File: config.mk
export PLATFORM = sky130hd
export DESIGN_NAME = spc_top
export DESIGN_NICKNAME = d
export VERILOG_FILES = /design/src/inc/spc_pkg.sv /design/src/inc/spc_bank_if.sv /design/src/logic/spc_top.sv /design/src/logic/spc_bank.sv
export SDC_FILE = /design/constraint.sdc
export NUM_CORES = 1
export LEC_CHECK = 0
export BUFFER_PORTS_ARGS = -buffer_cell sky130_fd_sc_hd__clkbuf_2
export CAP_MARGIN = 15
export CORE_MARGIN = 3
export CORE_UTILIZATION = 40
export CTS_BUF_LIST = sky130_fd_sc_hd__clkbuf_4 sky130_fd_sc_hd__clkbuf_8
export DETAILED_ROUTE_END_ITERATION = 8
export RECOVER_POWER = 25
export SYNTH_ARGS = -nofsm -noshare
export SYNTH_HDL_FRONTEND = slang
export SYNTH_SLANG_ARGS = --single-unit
File: constraint.sdc
create_clock -name CLK_I -period 3.35 [get_ports CLK_I]
set_clock_uncertainty 0.2 [all_clocks]
set_input_delay 0.335 -clock CLK_I [delete_from_list [all_inputs] [get_ports CLK_I]]
set_output_delay 0.335 -clock CLK_I [all_outputs]
set_load 0.005 [all_outputs]
File: src/inc/spc_pkg.sv
// Functional notes
// - Data out pin driven only when bit7 set
// - Bit6 set: LSB first, address increments
// - Bit6 clear: MSB first, address decrements
// - Bit5 resets device, starts enabled download
// - Port configuration never included in saves
// - Readback select set: reads return buffered values
// - Readback select clear: reads return active values
// - Readback select acts at once, live
// - Update bit copies buffers to active, self-clears
package spc_pkg;

  // ==========================================================
  // Widths and instruction layout.
  localparam int ADDR_W = 13;
  localparam int BANK_N = 8;
  localparam int BANK_IDX_W = 3;
  localparam int INS_RW_BIT = 15;
  localparam int INS_LEN_HI = 14;
  localparam int INS_LEN_LO = 13;
  localparam logic [3:0] INS_LAST = 4'h0f;
  localparam logic [3:0] BYTE_LAST = 4'h7;
  localparam logic [1:0] LEN_STREAM = 2'h3;

  // ==========================================================
  // Register map.
  localparam logic [ADDR_W-1:0] CFG_ADDR = 13'h0000;
  localparam logic [ADDR_W-1:0] RB_ADDR = 13'h0004;
  localparam logic [ADDR_W-1:0] UPD_ADDR = 13'h0005;
  localparam logic [ADDR_W-1:0] BANK_BASE = 13'h0010;
  localparam int CFG_SDO_BIT = 7;
  localparam int CFG_LSB_BIT = 6;
  localparam int CFG_SRST_BIT = 5;
  localparam int RB_SEL_BIT = 0;
  localparam int UPD_BIT = 0;
  localparam logic [7:0] CFG_RST = 8'h00;
  localparam logic [7:0] RB_RST = 8'h00;
  localparam logic [7:0] BANK_RST = 8'h00;

  // ==========================================================
  // Timing.
  localparam int CLK_PERIOD_NS = 8;
  localparam int SRST_TIME_NS = 80;
  localparam logic [7:0] SRST_CYC = 8'((SRST_TIME_NS + CLK_PERIOD_NS - 1) / CLK_PERIOD_NS);

  // Synchroniser reset levels for {sclk, cs_b, sdi}.
  localparam logic [2:0] SYNC_RST = 3'h2;

  typedef enum logic [1:0] {
    ST_IDLE = 2'h0,
    ST_INSTR = 2'h1,
    ST_DATA = 2'h3,
    ST_DONE = 2'h2
  } spc_state_t;

endpackage

File: src/inc/spc_bank_if.sv
interface spc_bank_if;
  import spc_pkg::*;
  logic wr_en;
  logic [BANK_IDX_W-1:0] wr_idx;
  logic [7:0] wr_data;
  logic update;
  logic clr;
  logic rd_sel;
  logic [BANK_IDX_W-1:0] rd_idx;
  logic [7:0] rd_data;
  logic [8*BANK_N-1:0] act;
  modport ctrl (output wr_en, wr_idx, wr_data, update, clr, rd_sel, rd_idx,
                input rd_data, act);
  modport bank (input wr_en, wr_idx, wr_data, update, clr, rd_sel, rd_idx,
                output rd_data, act);
endinterface

File: src/logic/spc_top.sv
module spc_top
  import spc_pkg::*;
(
  // Clock and reset.
  input wire logic CLK_I,
  input wire logic RST_B_I,
  // Serial port pins.
  input wire logic SCLK_I,
  input wire logic CS_B_I,
  input wire logic SDIO_I,
  output logic SDIO_O,
  output logic SDIO_OE_O,
  output logic SDO_O,
  output logic SDO_OE_O,
  // Configuration download.
  input wire logic NVM_EN_I,
  input wire logic PIN_PROG_EN_I,
  input wire logic DNLD_DONE_I,
  output logic DNLD_START_O,
  output logic SOFT_RST_O,
  // Non-volatile save port.
  input wire logic SAVE_RD_I,
  input wire logic [ADDR_W-1:0] SAVE_ADDR_I,
  output logic [7:0] SAVE_DATA_O,
  output logic SAVE_INCL_O,
  // Active settings.
  output logic UPDATE_O,
  output logic [8*BANK_N-1:0] ACTIVE_O
);

  spc_bank_if bus ();
  spc_bank spc_bank_inst (
    .clk_i(CLK_I),
    .rst_b_i(RST_B_I),
    .bus(bus)
  );

  // ==========================================================
  // Pin synchronisers: a level is accepted once stages two and three agree.
  logic [2:0] pin_in;
  logic [2:0] s1_q;
  logic [2:0] s2_q;
  logic [2:0] s3_q;
  logic [2:0] lvl_q;
  assign pin_in = {SCLK_I, CS_B_I, SDIO_I};
  for (genvar g = 0; g < 3; g++) begin : g_sync
    always_ff @(posedge CLK_I or negedge RST_B_I) begin
      if (!RST_B_I) begin
        s1_q[g] <= SYNC_RST[g];
        s2_q[g] <= SYNC_RST[g];
        s3_q[g] <= SYNC_RST[g];
        lvl_q[g] <= SYNC_RST[g];
      end else begin
        s1_q[g] <= pin_in[g];
        s2_q[g] <= s1_q[g];
        s3_q[g] <= s2_q[g];
        if (s2_q[g] == s3_q[g]) begin
          lvl_q[g] <= s3_q[g];
        end
      end
    end
  end
  logic sclk_rise;
  logic sclk_fall;
  logic cs_low;
  logic sdi;
  assign sclk_rise = s2_q[2] & s3_q[2] & ~lvl_q[2];
  assign sclk_fall = ~s2_q[2] & ~s3_q[2] & lvl_q[2];
  assign cs_low = ~lvl_q[1];
  assign sdi = s3_q[0];

  // ==========================================================
  // Control registers.
  logic cfg_sdo_q;
  logic cfg_lsb_q;
  logic srst_q;
  logic rb_sel_q;
  logic upd_q;

  // ==========================================================
  // Serial transfer state.
  spc_state_t state_q;
  logic [15:0] sh_q;
  logic [3:0] bcnt_q;
  logic [ADDR_W-1:0] addr_q;
  logic rw_q;
  logic [1:0] len_q;
  logic [1:0] nby_q;
  logic [15:0] ins;
  logic [7:0] byte_in;
  logic [ADDR_W-1:0] addr_nxt;
  logic wr_q;
  logic [ADDR_W-1:0] wr_addr_q;
  logic [7:0] wr_data_q;
  logic rd_req_q;
  logic rd_pend_q;
  logic [ADDR_W-1:0] rd_addr_q;
  assign ins = cfg_lsb_q ? {sdi, sh_q[15:1]} : {sh_q[14:0], sdi};
  assign byte_in = cfg_lsb_q ? {sdi, sh_q[15:9]} : {sh_q[6:0], sdi};
  assign addr_nxt = cfg_lsb_q ? addr_q + 13'h0001 : addr_q - 13'h0001;
  always_ff @(posedge CLK_I or negedge RST_B_I) begin
    if (!RST_B_I) begin
      state_q <= ST_IDLE;
      sh_q <= 16'h0000;
      bcnt_q <= 4'h0;
      addr_q <= CFG_ADDR;
      rw_q <= 1'b0;
      len_q <= 2'h0;
      nby_q <= 2'h0;
      wr_q <= 1'b0;
      wr_addr_q <= CFG_ADDR;
      wr_data_q <= 8'h00;
      rd_req_q <= 1'b0;
      rd_addr_q <= CFG_ADDR;
    end else begin
      wr_q <= 1'b0;
      rd_req_q <= 1'b0;
      if (!cs_low) begin
        state_q <= ST_IDLE;
      end else begin
        case (state_q)
          ST_IDLE: begin
            state_q <= ST_INSTR;
            bcnt_q <= 4'h0;
          end
          ST_INSTR: begin
            if (sclk_rise) begin
              sh_q <= ins;
              bcnt_q <= bcnt_q + 4'h1;
              if (bcnt_q == INS_LAST) begin
                rw_q <= ins[INS_RW_BIT];
                len_q <= ins[INS_LEN_HI:INS_LEN_LO];
                addr_q <= ins[ADDR_W-1:0];
                rd_addr_q <= ins[ADDR_W-1:0];
                rd_req_q <= ins[INS_RW_BIT];
                nby_q <= 2'h0;
                bcnt_q <= 4'h0;
                state_q <= ST_DATA;
              end
            end
          end
          ST_DATA: begin
            if (sclk_rise) begin
              sh_q <= cfg_lsb_q ? {sdi, sh_q[15:1]} : {sh_q[14:0], sdi};
              bcnt_q <= bcnt_q + 4'h1;
              if (bcnt_q == BYTE_LAST) begin
                bcnt_q <= 4'h0;
                wr_q <= ~rw_q;
                wr_addr_q <= addr_q;
                wr_data_q <= byte_in;
                addr_q <= addr_nxt;
                rd_addr_q <= addr_nxt;
                nby_q <= nby_q + 2'h1;
                if (len_q != LEN_STREAM && nby_q == len_q) begin
                  state_q <= ST_DONE;
                end else begin
                  rd_req_q <= rw_q;
                end
              end
            end
          end
          ST_DONE: state_q <= ST_DONE;
          default: state_q <= ST_IDLE;
        endcase
      end
    end
  end

  // ==========================================================
  // Register writes and soft reset sequence.
  logic srst_go;
  logic [7:0] srst_cnt_q;
  logic dl_wait_q;
  assign srst_go = wr_q && wr_addr_q == CFG_ADDR && wr_data_q[CFG_SRST_BIT];
  always_ff @(posedge CLK_I or negedge RST_B_I) begin
    if (!RST_B_I) begin
      cfg_sdo_q <= CFG_RST[CFG_SDO_BIT];
      cfg_lsb_q <= CFG_RST[CFG_LSB_BIT];
      rb_sel_q <= RB_RST[RB_SEL_BIT];
    end else if (srst_go) begin
      cfg_sdo_q <= CFG_RST[CFG_SDO_BIT];
      cfg_lsb_q <= CFG_RST[CFG_LSB_BIT];
      rb_sel_q <= RB_RST[RB_SEL_BIT];
    end else if (wr_q && wr_addr_q == CFG_ADDR) begin
      cfg_sdo_q <= wr_data_q[CFG_SDO_BIT];
      cfg_lsb_q <= wr_data_q[CFG_LSB_BIT];
    end else if (wr_q && wr_addr_q == RB_ADDR) begin
      rb_sel_q <= wr_data_q[RB_SEL_BIT];
    end
  end

  // The bit stays set until the timer ends and any started download reports done.
  always_ff @(posedge CLK_I or negedge RST_B_I) begin
    if (!RST_B_I) begin
      srst_q <= 1'b0;
      srst_cnt_q <= 8'h00;
      dl_wait_q <= 1'b0;
      DNLD_START_O <= 1'b0;
    end else begin
      DNLD_START_O <= 1'b0;
      if (srst_go) begin
        srst_q <= 1'b1;
        srst_cnt_q <= SRST_CYC;
        dl_wait_q <= NVM_EN_I | PIN_PROG_EN_I;
        DNLD_START_O <= NVM_EN_I | PIN_PROG_EN_I;
      end else begin
        if (srst_cnt_q != 8'h00) begin
          srst_cnt_q <= srst_cnt_q - 8'h01;
        end
        if (DNLD_DONE_I) begin
          dl_wait_q <= 1'b0;
        end
        if (srst_cnt_q == 8'h00 && (!dl_wait_q || DNLD_DONE_I)) begin
          srst_q <= 1'b0;
        end
      end
    end
  end

  always_ff @(posedge CLK_I or negedge RST_B_I) begin
    if (!RST_B_I) begin
      upd_q <= 1'b0;
    end else begin
      upd_q <= wr_q && wr_addr_q == UPD_ADDR && wr_data_q[UPD_BIT];
    end
  end
  assign bus.wr_en = wr_q && wr_addr_q[ADDR_W-1:BANK_IDX_W] == BANK_BASE[ADDR_W-1:BANK_IDX_W];
  assign bus.wr_idx = wr_addr_q[BANK_IDX_W-1:0];
  assign bus.wr_data = wr_data_q;
  assign bus.update = upd_q;
  assign bus.clr = srst_go;
  assign bus.rd_sel = rb_sel_q;
  assign bus.rd_idx = rd_addr_q[BANK_IDX_W-1:0];

  // ==========================================================
  // Readback path: bank data is ready one cycle after the request.
  logic [7:0] tx_q;
  logic [2:0] bi;
  assign bi = cfg_lsb_q ? bcnt_q[2:0] : 3'h7 - bcnt_q[2:0];
  always_ff @(posedge CLK_I or negedge RST_B_I) begin
    if (!RST_B_I) begin
      rd_pend_q <= 1'b0;
      tx_q <= 8'h00;
    end else begin
      rd_pend_q <= rd_req_q;
      if (rd_pend_q) begin
        if (rd_addr_q == CFG_ADDR) begin
          tx_q <= {cfg_sdo_q, cfg_lsb_q, srst_q, 5'h00};
        end else if (rd_addr_q == RB_ADDR) begin
          tx_q <= {7'h00, rb_sel_q};
        end else if (rd_addr_q[ADDR_W-1:BANK_IDX_W] == BANK_BASE[ADDR_W-1:BANK_IDX_W]) begin
          tx_q <= bus.rd_data;
        end else begin
          tx_q <= 8'h00;
        end
      end
    end
  end

  // SCLK half periods must span at least three clocks so data is loaded first.
  always_ff @(posedge CLK_I or negedge RST_B_I) begin
    if (!RST_B_I) begin
      SDIO_O <= 1'b0;
      SDO_O <= 1'b0;
      SDIO_OE_O <= 1'b0;
      SDO_OE_O <= 1'b0;
    end else begin
      if (sclk_fall) begin
        SDIO_O <= tx_q[bi];
        SDO_O <= tx_q[bi];
      end
      SDIO_OE_O <= cs_low && state_q == ST_DATA && rw_q && !cfg_sdo_q;
      SDO_OE_O <= cs_low && state_q == ST_DATA && rw_q && cfg_sdo_q;
    end
  end

  // ==========================================================
  // Save port and outputs.
  always_ff @(posedge CLK_I or negedge RST_B_I) begin
    if (!RST_B_I) begin
      SAVE_DATA_O <= 8'h00;
      SAVE_INCL_O <= 1'b0;
    end else if (SAVE_RD_I) begin
      SAVE_INCL_O <= SAVE_ADDR_I != CFG_ADDR;
      if (SAVE_ADDR_I == RB_ADDR) begin
        SAVE_DATA_O <= {7'h00, rb_sel_q};
      end else if (SAVE_ADDR_I[ADDR_W-1:BANK_IDX_W] == BANK_BASE[ADDR_W-1:BANK_IDX_W]) begin
        SAVE_DATA_O <= bus.act[8*SAVE_ADDR_I[BANK_IDX_W-1:0] +: 8];
      end else begin
        SAVE_DATA_O <= 8'h00;
      end
    end
  end

  assign SOFT_RST_O = srst_q;
  assign UPDATE_O = upd_q;
  assign ACTIVE_O = bus.act;
endmodule

File: src/logic/spc_bank.sv
module spc_bank
  import spc_pkg::*;
(
  input wire logic clk_i,
  input wire logic rst_b_i,
  spc_bank_if.bank bus
);

  logic [7:0] buf_q [BANK_N];
  logic [7:0] act_q [BANK_N];
  logic [7:0] rd_q;

  // ==========================================================
  // Buffered and active copies.
  for (genvar i = 0; i < BANK_N; i++) begin : g_ent
    always_ff @(posedge clk_i or negedge rst_b_i) begin
      if (!rst_b_i) begin
        buf_q[i] <= BANK_RST;
      end else if (bus.clr) begin
        buf_q[i] <= BANK_RST;
      end else if (bus.wr_en && bus.wr_idx == BANK_IDX_W'(i)) begin
        buf_q[i] <= bus.wr_data;
      end
    end

    // A write in the same cycle as an update lands after it, on purpose.
    always_ff @(posedge clk_i or negedge rst_b_i) begin
      if (!rst_b_i) begin
        act_q[i] <= BANK_RST;
      end else if (bus.clr) begin
        act_q[i] <= BANK_RST;
      end else if (bus.update) begin
        act_q[i] <= buf_q[i];
      end
    end

    assign bus.act[8*i +: 8] = act_q[i];
  end

  // ==========================================================
  // Readback source follows the live select directly.
  always_ff @(posedge clk_i or negedge rst_b_i) begin
    if (!rst_b_i) begin
      rd_q <= BANK_RST;
    end else if (bus.rd_sel) begin
      rd_q <= buf_q[bus.rd_idx];
    end else begin
      rd_q <= act_q[bus.rd_idx];
    end
  end

  assign bus.rd_data = rd_q;

endmodule

== After elaboration in Yosys (flattened, before gate mapping) ==
Cells that the tools add are included.

* Bitwise gates (word level): 11
* Reductions and logical operators: 54
* Magnitude comparators: 2
* $add $sub $neg: 6
* Shifts and indexed selects: 1
* Equality and inequality tests: 33
* Multiplexer cells: 97

{| class="wikitable"
|+ Operator list
! cell !! number
|-
| 8-bit two-way mux || 45
|-
| 13-bit two-way mux || 5
|-
| 64-bit by 7-bit indexed part select with 8-bit output || 1
|-
| 13-bit by 3-bit equality test with 1-bit output (second input constant) || 4
|-
| 8-bit binary-select mux with 3-bit select || 2
|-
| 10-bit by 2-bit equality test with 1-bit output (second input constant) || 3
|-
| 2-bit nonzero test || 15
|-
| 13-bit zero test || 2
|-
| 13-bit case mux with 2 select lines || 1
|-
| 1-bit two-way mux || 23
|-
| 1-bit logical AND || 20
|-
| 2-bit two-way mux || 10
|-
| 16-bit two-way mux || 1
|-
| 4-bit two-way mux || 4
|-
| 3-bit != test (second input constant) || 5
|-
| 13-bit by 1-bit adder with 13-bit output (second input constant) || 1
|-
| 13-bit nonzero test || 1
|-
| 13-bit by 1-bit subtractor with 13-bit output (second input constant) || 1
|-
| 3-bit equality test (second input constant) || 4
|-
| 2-bit != test (second input constant) || 6
|-
| 4-bit case mux with 3 select lines || 1
|-
| 4-bit AND reduction || 3
|-
| 8-bit zero test || 1
|-
| 2-bit case mux with 4 select lines || 1
|-
| other kinds (33) || 44
|}

* Input bits: 22
* Output and inout bits: 80
* Word-level logic and storage cells: 258
* Register bits: 246

== Depth between registers and ports, before layout ==
Gate-level depths: netlist of the first run.

* Word-level depth: 7
* Gate-level depth with buffers: 10
* Depth with buffers taken out: 9

== Cells and area by module ==
A second synthesis of the first run with hierarchy kept.

* Cell total of the unflattened synthesis: 1112
* Area total of the unflattened synthesis: 12270.5 um^2

{| class="wikitable"
|+ By module, submodules not included
! module !! area each (um^2) !! cells each !! instances !! sequential area each (um^2)
|-
| spc_bank || 6453.7 || 557 || 1 || 3403.3
|-
| spc_top || 5816.8 || 555 || 1 || 2757.6
|}

== Worst setup path before layout of the first run ==
No wires, ideal clock.

* Path kind: reg2reg
* From: reg cfg_lsb_q
* To: reg rd_addr_q[10]
* Path buffers: 1
* Slack: 639 ps
* Cell stages (with the launch flop): 11
* Arrival time: 2387 ps
* Period minus slack after synthesis: 2711 ps
* Setup time: 124 ps
* Data required time: 3026 ps
* Path through: dfrtp_1 -> buf_2 -> inv_1 -> ha_1 -> a21o_1 -> a21oi_1 -> o21ai_1 -> a21boi_0 -> a2bb2oi_1 -> nor4_1 -> a211o_1

* Longest elaborated chain between the ends: 4
* Elaborated cells between the ends (all ways): 7
* Those cells by class: mux (7)

{| class="wikitable"
|+ RTL lines
! what !! line !! text
|-
| start, declared || spc_top.sv:75 || <nowiki>logic cfg_lsb_q;</nowiki>
|-
| start signal, assigned || spc_top.sv:178 || <nowiki>cfg_lsb_q <= CFG_RST[CFG_LSB_BIT];</nowiki>
|-
| start signal, assigned || spc_top.sv:182 || <nowiki>cfg_lsb_q <= CFG_RST[CFG_LSB_BIT];</nowiki>
|-
| start signal, assigned || spc_top.sv:186 || <nowiki>cfg_lsb_q <= wr_data_q[CFG_LSB_BIT];</nowiki>
|-
| 13-bit two-way mux / 16-bit two-way mux (equally long branches) || spc_top.sv:100, spc_top.sv:98 ||
|-
| 13-bit two-way mux (on tied branches) || spc_top.sv:146, spc_top.sv:130 ||
|-
| 13-bit two-way mux (on tied branches) || spc_top.sv:143, spc_top.sv:127 ||
|-
| 13-bit case mux with 2 select lines (*) || spc_top.sv:121 || <nowiki>case (state_q)</nowiki>
|-
| end signal, assigned || spc_top.sv:134 || <nowiki>rd_addr_q <= ins[ADDR_W-1:0];</nowiki>
|-
| end signal, assigned || spc_top.sv:152 || <nowiki>rd_addr_q <= addr_nxt;</nowiki>
|-
| end, declared || spc_top.sv:97 || <nowiki>logic [ADDR_W-1:0] rd_addr_q;</nowiki>
|}

Mark *: on every way between the ends. The rest lies on a longest branch, timed or not. The select of a mux whose other input is x is not followed.
A chain may end at the register's enable or synchronous reset.

== Worst setup path after layout of the first run ==
* From: reg wr_addr_q[8]
* To: reg dl_wait_q

* Longest elaborated chain between the ends: 4
* Elaborated cells between the ends (all ways): 5
* Those cells by class: mux (1); reduce/logical (4)

{| class="wikitable"
|+ RTL lines
! what !! line !! text
|-
| start, declared || spc_top.sv:93 || <nowiki>logic [ADDR_W-1:0] wr_addr_q;</nowiki>
|-
| start signal, assigned || spc_top.sv:149 || <nowiki>wr_addr_q <= addr_q;</nowiki>
|-
| 13-bit zero test (*) || spc_top.sv:174 || <nowiki>assign srst_go = wr_q && wr_addr_q == CFG_ADDR && wr_data_q[CFG_SRST_BIT];</nowiki>
|-
| 1-bit logical AND (*) (2 in a row) || spc_top.sv:174 ||
|-
| 1-bit two-way mux / 2-bit nonzero test (equally long branches) || n/a ||
|-
| end signal, assigned || spc_top.sv:204 || <nowiki>dl_wait_q <= NVM_EN_I | PIN_PROG_EN_I;</nowiki>
|-
| end, declared || spc_top.sv:173 || <nowiki>logic dl_wait_q;</nowiki>
|}

Mark *: on every way between the ends. The rest lies on a longest branch, timed or not.

==> results, run 1 <==
- The flow ran to the end, but the final reports show violations.
- The checks that failed: capacitance limit, slew limit.
- Walking the worst path, the cells encountered are nor4_1, nand2_1, or2_4, nor2_4, and2_4, o21ai_0, o31ai_1, dlygate4sd3_1.
- The cell area after synthesis is 0.0124 mm².
- Once the clock tree was built, the setup fixing pass inserted 0 buffers.
- The required time at the endpoint of the critical path is 3.64 ns.
- Setup violations remaining at the end of the flow were counted as 0.
- Of the synthesized area, sequential elements account for 0.498.
- The largest individual stage delay along the critical path comes from the cell sky130_fd_sc_hd__dlygate4sd3_1.
- The total half-perimeter wirelength after legalization and detailed placement is 21100 µm.
- The number of nets still failing antenna checks after routing is 0.
- The number of optimization iterations in the first detailed-route pass is 5.
- Overall power consumption after layout is estimated at 6.13 mW.
- The number of nets in the layout is 1262.
- The die is 182 µm tall.
- The number of global-route vias before repair is 9036.
- The most used standard cell by instance count after synthesis is sky130_fd_sc_hd__dfrtp_1.
- The buffer type at the clock tree root is sky130_fd_sc_hd__clkbuf_8.
- Routability-driven placement finished with a final weighted congestion of 0.852.
- The worst setup path is captured at a register.
- The floorplan step defined a die boundary enclosing 0.0331 mm².
- The clock passes through at most 3 buffers.
- The top achievable clock speed is 0.347 GHz.
- The part of the total power dissipated in sequential elements is 0.496.
- The portion of total power attributed to the clock network is 0.467.
- Post-CTS repair changed the size of 0 cells.
- The number of synthesized flops with an enable pin is 0.
- The share of final-layout standard cells stronger than drive strength 1 is 0.227.
- The power share of the combinational group is 0.037.
- For this configuration, the core starts out at a cell density of 0.412.
- The number of synthesized register bits is 246.
- In this run the core area contains 63 standard-cell rows.
- The layout overhead on the synthesized area is 15.2%.
- The number of antenna violations at the first check in global routing was 0.
- The synthesized instance count is 1113.
- Yosys attributes the largest share of cell area to sky130_fd_sc_hd__dfrtp_1, sky130_fd_sc_hd__mux2i_1, sky130_fd_sc_hd__mux4_2, sky130_fd_sc_hd__nor2_1, sky130_fd_sc_hd__nand2_1.
- In the global route stage, overall resource usage came out at 0.195.
- For the pin with the worst max-slew slack, the measured transition is 1.94 ns.
- The worst setup path is launched from a register.
- The largest vdd supply drop is 294 µV.
- The count of max-cap constraint violations is 1.
- Setup repair after global routing left no endpoint under its margin.
- The critical path is of the register to register type.
- The total congestion overflow after global routing is 0.
- The via count is 9020.
- The H-tree depth reported by CTS is 2.
- The first-pass GRT wire length is 52000 µm.
- For this design the static power due to leakage is 6.83 nW.
- The top cell type's share of synthesized area is 0.489.
- The ratio of total power to cell area is 430 mW/mm².
- Fill cells in the final layout number 2703.
- The sum of negative setup slack is 0 ns.
- The later pin in the worst-skew pair is clocked with a latency of 0.56 ns.
- The average cell area after synthesis is 11.1 µm².
- The final-report max-slew violation count is 72.
- The switching component of the power is 1.41 mW.
- The total nets after synthesis is 1152.
- The area of the core region is 0.0300 mm².
- Buffers inserted during clock tree synthesis total 44.
- The TritonCTS clock tree is done.
- The number of inserted diodes is 0.
- The delay of the slowest cell on the worst path is 0.57 ns.
- In this run the horizontal extent of the chip is 182 µm.
- Yosys printed 0 warnings.
- The sequential cell area is 0.00617 mm².
- The internal portion of the total power is 4.72 mW.
- In the synthesized netlist the async set-or-reset flop fraction comes to 1.00.
- The total wire length is 32000 µm.
- The top-level I/O count is 102.
- sky130_fd_sc_hd__dfrtp_1 takes more of the synthesized area than any other cell.
- The via-per-instance ratio is 5.49.
- The final critical path time including I/O delays and setup is 2.88 ns.
- The min-delay analysis places its worst path in the category register to register.
- At the worst endpoint, the arrival time is 3.18 ns.
- Of the available clock period, the critical path in the final layout requires 0.861.
- Counting every sink on the clock net gives 246.
- After clock tree synthesis, the clock-pin slew on the worst setup and hold paths is 0.06 ns.
- The hold violation count in the final report came to 0.
- The most used flip-flop cell after synthesis is sky130_fd_sc_hd__dfrtp_1.
- Dividing the detail-routed wire length by the instance count gives 19.5 µm.
- The number of buffers inserted by hold repair at cts is 14.
- The violation count after the first detailed-route iteration is 622.
- Entering global routing, the biggest net connects 73 pins.
- Summing all multi-input logic gate instances after layout gives 0.00572 mm².
- The worst slew slack as a fraction of its limit is -0.293.
- After synthesis, the most frequently instantiated cells are sky130_fd_sc_hd__dfrtp_1, sky130_fd_sc_hd__nor2_1, sky130_fd_sc_hd__mux2i_1, sky130_fd_sc_hd__nand2_1, sky130_fd_sc_hd__a21oi_1.
- The number of DRC violations after detailed routing is 0.
- Buffers placed on the I/O ports in this run total 101.
- The count of different cell masters after synthesis is 65.
- The proportion of total power due to net switching is 0.230.
- The largest fanout on the critical path is 26.
-- state kept, by name, summed over array words and instances, names as in the netlist, 3 cells and up --
signal and flops:
SAVE_DATA_O 8, bcnt_q 4, bus.wr_data 8, rd_addr_q 13
s1_q 3, s2_q 3, sh_q 16, spc_bank_inst.buf_q 64
spc_bank_inst.bus.act 64, spc_bank_inst.bus.rd_data 8, srst_cnt_q 8, tx_q 8
wr_addr_q 13
-- placed cells by master (no fill, tap or decap), types with 6 or more instances in the layout --
cell | synthesis | routed
sky130_fd_sc_hd__clkbuf_8 | 0 | 53
sky130_fd_sc_hd__clkbuf_2 | 0 | 101
sky130_fd_sc_hd__a21oi_1 | 70 | 70
sky130_fd_sc_hd__mux2_2 | 18 | 18
sky130_fd_sc_hd__clkbuf_4 | 0 | 19
sky130_fd_sc_hd__dlygate4sd3_1 | 0 | 14
sky130_fd_sc_hd__o31ai_1 | 6 | 6
sky130_fd_sc_hd__xor2_1 | 6 | 6
sky130_fd_sc_hd__nand2_1 | 95 | 95
sky130_fd_sc_hd__buf_4 | 3 | 17
sky130_fd_sc_hd__nor4_1 | 8 | 8
sky130_fd_sc_hd__nor3_1 | 13 | 13
sky130_fd_sc_hd__inv_1 | 26 | 26
sky130_fd_sc_hd__o21ai_0 | 42 | 42
sky130_fd_sc_hd__nand3_1 | 15 | 15
sky130_fd_sc_hd__a211oi_1 | 10 | 10
sky130_fd_sc_hd__dfrtp_1 | 242 | 240
sky130_fd_sc_hd__o22ai_1 | 7 | 7
sky130_fd_sc_hd__nor2_1 | 162 | 162
sky130_fd_sc_hd__a31oi_1 | 7 | 7
sky130_fd_sc_hd__nor2b_1 | 24 | 24
sky130_fd_sc_hd__mux4_2 | 53 | 53
sky130_fd_sc_hd__mux2i_1 | 135 | 135
sky130_fd_sc_hd__xnor2_1 | 7 | 7
sky130_fd_sc_hd__ha_1 | 16 | 16
-- worst paths after layout --
path | startpoint | end | slack, ns | cells past startpoint
worst max-delay path | wr_addr_q[8] | dl_wait_q | 0.47 | 8
worst min-delay path | s2_q[0] | sdi | 0.15 | 0
worst max register to register | wr_addr_q[8] | dl_wait_q | 0.47 | 8
worst min register to register | s2_q[0] | sdi | 0.15 | 0
max in group asynchronous | RST_B_I | spc_bank_inst.buf_q[43] | 0.59 | 3
min in group asynchronous | RST_B_I | spc_bank_inst.bus.act[55] | 0.65 | 2
-- worst max-delay path, delay by kind of cell, from the launching register on --
family | cells | cell delay, ns
AOI/OAI and AO/OA | 2 | 0.27
buffers and inverters | 1 | 0.57
DFF | 1 | 0.38
and+or+nand+nor | 5 | 1.41
-- routing by layer --
layer	GRT usage	vias up	routed length (µm)
met1	0.285	4588	14900
met5	0	-	0
met4	0.0402	0	371
met2	0.307	211	15100
met3	0.0373	25	1670
li1	-	4196	-
-- cell type report --
cell class                      count  area share
Inverter                           27     0.00711
Tap cell                          390      0.0342
Clock buffer                       71      0.0606
Timing Repair Buffer              138      0.0618
Multi-Input combinational cell    766       0.401
Sequential cell                   246       0.432
Clock inverter                      5     0.00263
-- kinds of logic after synthesis --
family / Yosys count / share of synthesized area
xor+xnor: 13 / 0.00920
mux: 206 / 0.222
flops: 246 / 0.498
compound gates: 173 / 0.0833
buf+inv: 101 / 0.0400
fa+ha+maj: 18 / 0.0186
simple gates: 356 / 0.129
-- power groups by stage --
| stage | clock (mW) | sequential, mW | combinational [mW] |
|---|---|---|---|
| after floorplan | 0 | 3.08 | 0.117 |
| after global placement | 0 | 3.09 | 0.226 |
| after detailed placement | 0 | 3.09 | 0.227 |
| after CTS | 2.94 | 3.04 | 0.238 |
| after global routing | 3.09 | 3.05 | 0.265 |
| final | 2.86 | 3.04 | 0.229 |
-- metrics by stage --
step | instances | cell area (µm²) | setup slack (ns) | hold WS (ns) | util
finish | 1643 | 14300 | 0.466 | 0.145 | 0.475
global route | 1643 | 14300 | 0.168 | 0.149 | 0.475
CTS | 1643 | 14300 | 0.404 | 0.134 | 0.476
detailed placement | 1553 | 13200 | 0.532 | 0.136 | 0.441
global placement | 1553 | 13200 | 0.642 | 0.133 | 0.441
floorplan | 1113 | 12400 | 0.639 | -0.161 | -
Note: power is estimated with default switching activity, not from simulation.
==> inputs of run 2 (changes only) <==
Settings changed: CORE_ASPECT_RATIO set to 0.5.
==> results, run 2 (synthesis gave the netlist of run 1 again) <==
- Run status: complete, but fails checks (unchanged).
- The slowest cell on the critical path is sky130_fd_sc_hd__dlygate4sd3_1 (unchanged).
- The first-pass GRT wire length was 52800 µm (was 52000 µm).
- The leading cell type in the layout, fill and taps excluded is sky130_fd_sc_hd__dfrtp_1 (unchanged).
- Violations in the final reports: capacitance limit, slew limit (unchanged).
- The total wire length was 33400 µm (was 32000 µm).
- The share of final-layout standard cells stronger than drive strength 1 came to 0.225 (was 0.227).
- The total half-perimeter wirelength after legalization and detailed placement is 22000 µm (was 21100 µm).
- The quantity of gates resized following cts was 0 (unchanged).
- The worst slew slack as a fraction of its limit is -0.0902 (was -0.293).
- The combined global-route utilization of all metal layers is 0.205 (was 0.195).
- The clock sink count is 246 (unchanged).
- The flop-to-flop setup slack is 0.18 ns (was 0.47 ns).
- The register clock-pin slew on the reported worst setup and hold paths was 0.07 ns (was 0.06 ns).
- The area of the core region came to 0.0297 mm² (was 0.0300 mm²).
- The buffers plus inverters on the worst setup path is 1 (unchanged).
- The via count was 9124 (was 9020).
- The routability congestion estimate was 0.803 (was 0.852).
- The placement row count was 44 (was 63).
- The layout overhead on the synthesized area is 13.7% (was 15.2%).
- The largest fanout on the critical path was 21 (was 26).
- Critical path, cell by cell: nor4_1, nand2_1, or2_4, nor2_4, and2_4, o21ai_0, o31ai_1, dlygate4sd3_1 (unchanged).
- The top-level I/O count was 102 (unchanged).
- The endpoint class of the critical path was a register (unchanged).
- The number of nets in the layout came to 1253 (was 1262).
- The die width is 255 µm (was 182 µm).
- The violation count after the first detailed-route iteration is 689 (was 622).
- The hold violation count in the final report is 0 (unchanged).
- The final setup violation count is 0 (unchanged).
- The post-placement cell area is 0.0132 mm² (about the same).
- The number of DRC violations after detailed routing is 0 (unchanged).
- The final-report max-slew violation count came to 62 (was 72).
- The type of the worst min-delay path is primary input to register (was register to register).
- The total clock buffers created by CTS is 38 (was 44).
- The post-route cell area came to 0.0141 mm² (was 0.0143 mm²).
- The classification of the worst setup path is register to register (unchanged).
- The count of max-cap constraint violations is 1 (unchanged).
- Setup repair after global routing missed its margin: false (unchanged).
- The standby leakage power is 6.74 nW (was 6.83 nW).
- The via-per-instance ratio is 5.58 (was 5.49).
- The largest vdd supply drop came to 211 µV (was 294 µV).
- The average wire length per cell after detail routing is 20.5 µm (was 19.5 µm).
- The filler-free cell count of the finished design was 1634 (was 1643).
- The delay of the slowest cell on the worst path is 0.57 ns (about the same).
- The family with the most delay on the worst path is simple AND/OR/NAND/NOR gates (unchanged).
- The critical path launch point type is a register (unchanged).
- The number of buffers inserted by post-CTS setup repair is 0 (unchanged).
- The die extent in y is 130 µm (was 182 µm).
- The TritonCTS clock tree is done (unchanged).
- The required time at the endpoint of the critical path came to 3.62 ns (was 3.64 ns).
- The sum of negative setup slack came to 0 ns (unchanged).
- The number of optimization iterations in the first detailed-route pass is 5 (unchanged).
- The total placed cells including tap cells is 1555 (was 1553).
- The post-route clock period utilization is 0.945 (was 0.861).
- The data arrival at the endpoint of the critical path is 3.44 ns (was 3.18 ns).
- The pin count of the biggest net entering global routing is 96 (was 73).
- The ratio of total power to cell area is 417 mW/mm² (was 430 mW/mm²).
- The initial standard-cell utilization of the core is 0.416 (was 0.412).
- The transition time at the pin with the least slew margin came to 1.64 ns (was 1.94 ns).
- The number of global-route vias before repair is 9155 (was 9036).
- The H-tree depth reported by CTS is 2 (unchanged).
- The final critical path time including I/O delays and setup is 3.17 ns (was 2.88 ns).
- The number of antenna violations at the first check in global routing is 1 (was 0).
- The total congestion overflow after global routing is 0 (unchanged).
- The worst-skew pair later-pin latency came to 0.55 ns (was 0.56 ns).
- The number of nets still failing antenna checks after routing is 0 (unchanged).
- The buffer type at the clock tree root was sky130_fd_sc_hd__clkbuf_8 (unchanged).
- The die footprint is 0.0332 mm² (was 0.0331 mm²).
- The top achievable clock speed is 0.316 GHz (was 0.347 GHz).
- The worst-case clock buffer depth is 3 (unchanged).
- Most frequent cells in the layout: sky130_fd_sc_hd__dfrtp_1, sky130_fd_sc_hd__nor2_1, sky130_fd_sc_hd__mux2i_1 (unchanged).
- The number of port buffers is 101 (unchanged).
run 2: cell types whose count changed in the layout (fill, tap and decap cells not counted):
cell | before | now
sky130_fd_sc_hd__clkinvlp_4 | 1 | 2
sky130_fd_sc_hd__dlygate4sd3_1 | 14 | 9
sky130_fd_sc_hd__diode_2 | 0 | 1
sky130_fd_sc_hd__buf_12 | 5 | 3
sky130_fd_sc_hd__inv_6 | 1 | 0
sky130_fd_sc_hd__clkbuf_2 | 101 | 102
sky130_fd_sc_hd__clkbuf_4 | 19 | 22
sky130_fd_sc_hd__and2_2 | 0 | 1
sky130_fd_sc_hd__inv_8 | 1 | 0
sky130_fd_sc_hd__clkbuf_8 | 53 | 43
sky130_fd_sc_hd__buf_4 | 17 | 19
run 2: area by class of cell:
class / count / area, µm²
Antenna cell: 1 / 2.50
Timing Repair Buffer: 134 / 811
Clock inverter: 4 / 25.0
Tap cell: 391 / 489
Inverter: 27 / 101
Multi-Input combinational cell: 767 / 5730
Clock buffer: 64 / 749
Fill cell: 2740 / 15700
Sequential cell: 246 / 6170
run 2: metrics by stage:
stage          setup WS, ns  total power [mW]  hold slack (ns)  utilization
2_1_floorplan         0.639              3.20           -0.161            -
6_report              0.185              5.87           0.0326        0.473
3_5_place_dp          0.520              3.33            0.104        0.445
3_3_place_gp          0.595              3.32            0.103        0.445
5_1_grt              0.0545              6.11           0.0364        0.473
4_1_cts              0.0403              5.94           0.0147        0.474
run 2: worst min-delay path: cells and delay by family:
kind | cells | cell delay (ns)
simple gates | 2 | 0.16
compound gates | 1 | 0.15
buf+inv | 1 | 0.08
run 2: what timing repair did:
action / 4_1_cts / 5_1_grt
hold buffers: 9 / 0
setup endpoints to repair: 0 / 2
endpoints found under the hold margin: 72 / 0
run 2: worst paths after layout:
| kind | from | end | depth (start not counted) |
|---|---|---|---|
| setup / recovery | wr_addr_q[8] | dl_wait_q | 8 |
| hold / removal | SAVE_ADDR_I[11] | SAVE_INCL_O | 4 |
| setup reg to reg | wr_addr_q[8] | dl_wait_q | 8 |
| hold reg to reg | s1_q[2] | s2_q[2] | 0 |
| max in group asynchronous | RST_B_I | rd_addr_q[0] | 3 |
| min in group asynchronous | RST_B_I | spc_bank_inst.bus.act[36] | 2 |
run 2: metal layers:
layer / global-route usage / up-vias / routed length (µm)
met5: 0 / - / 0
met4: 0.0542 / 0 / 633
met3: 0.0384 / 49 / 1920
met2: 0.322 / 251 / 15400
met1: 0.295 / 4666 / 15500
li1: - / 4158 / -
run 2: power breakdown:
group | total (mW) | internal [mW] | switching [mW]
Combinational | 0.232 | 0.0752 | 0.157
Clock | 2.60 | 1.41 | 1.19
Sequential | 3.04 | 3.01 | 0.0313
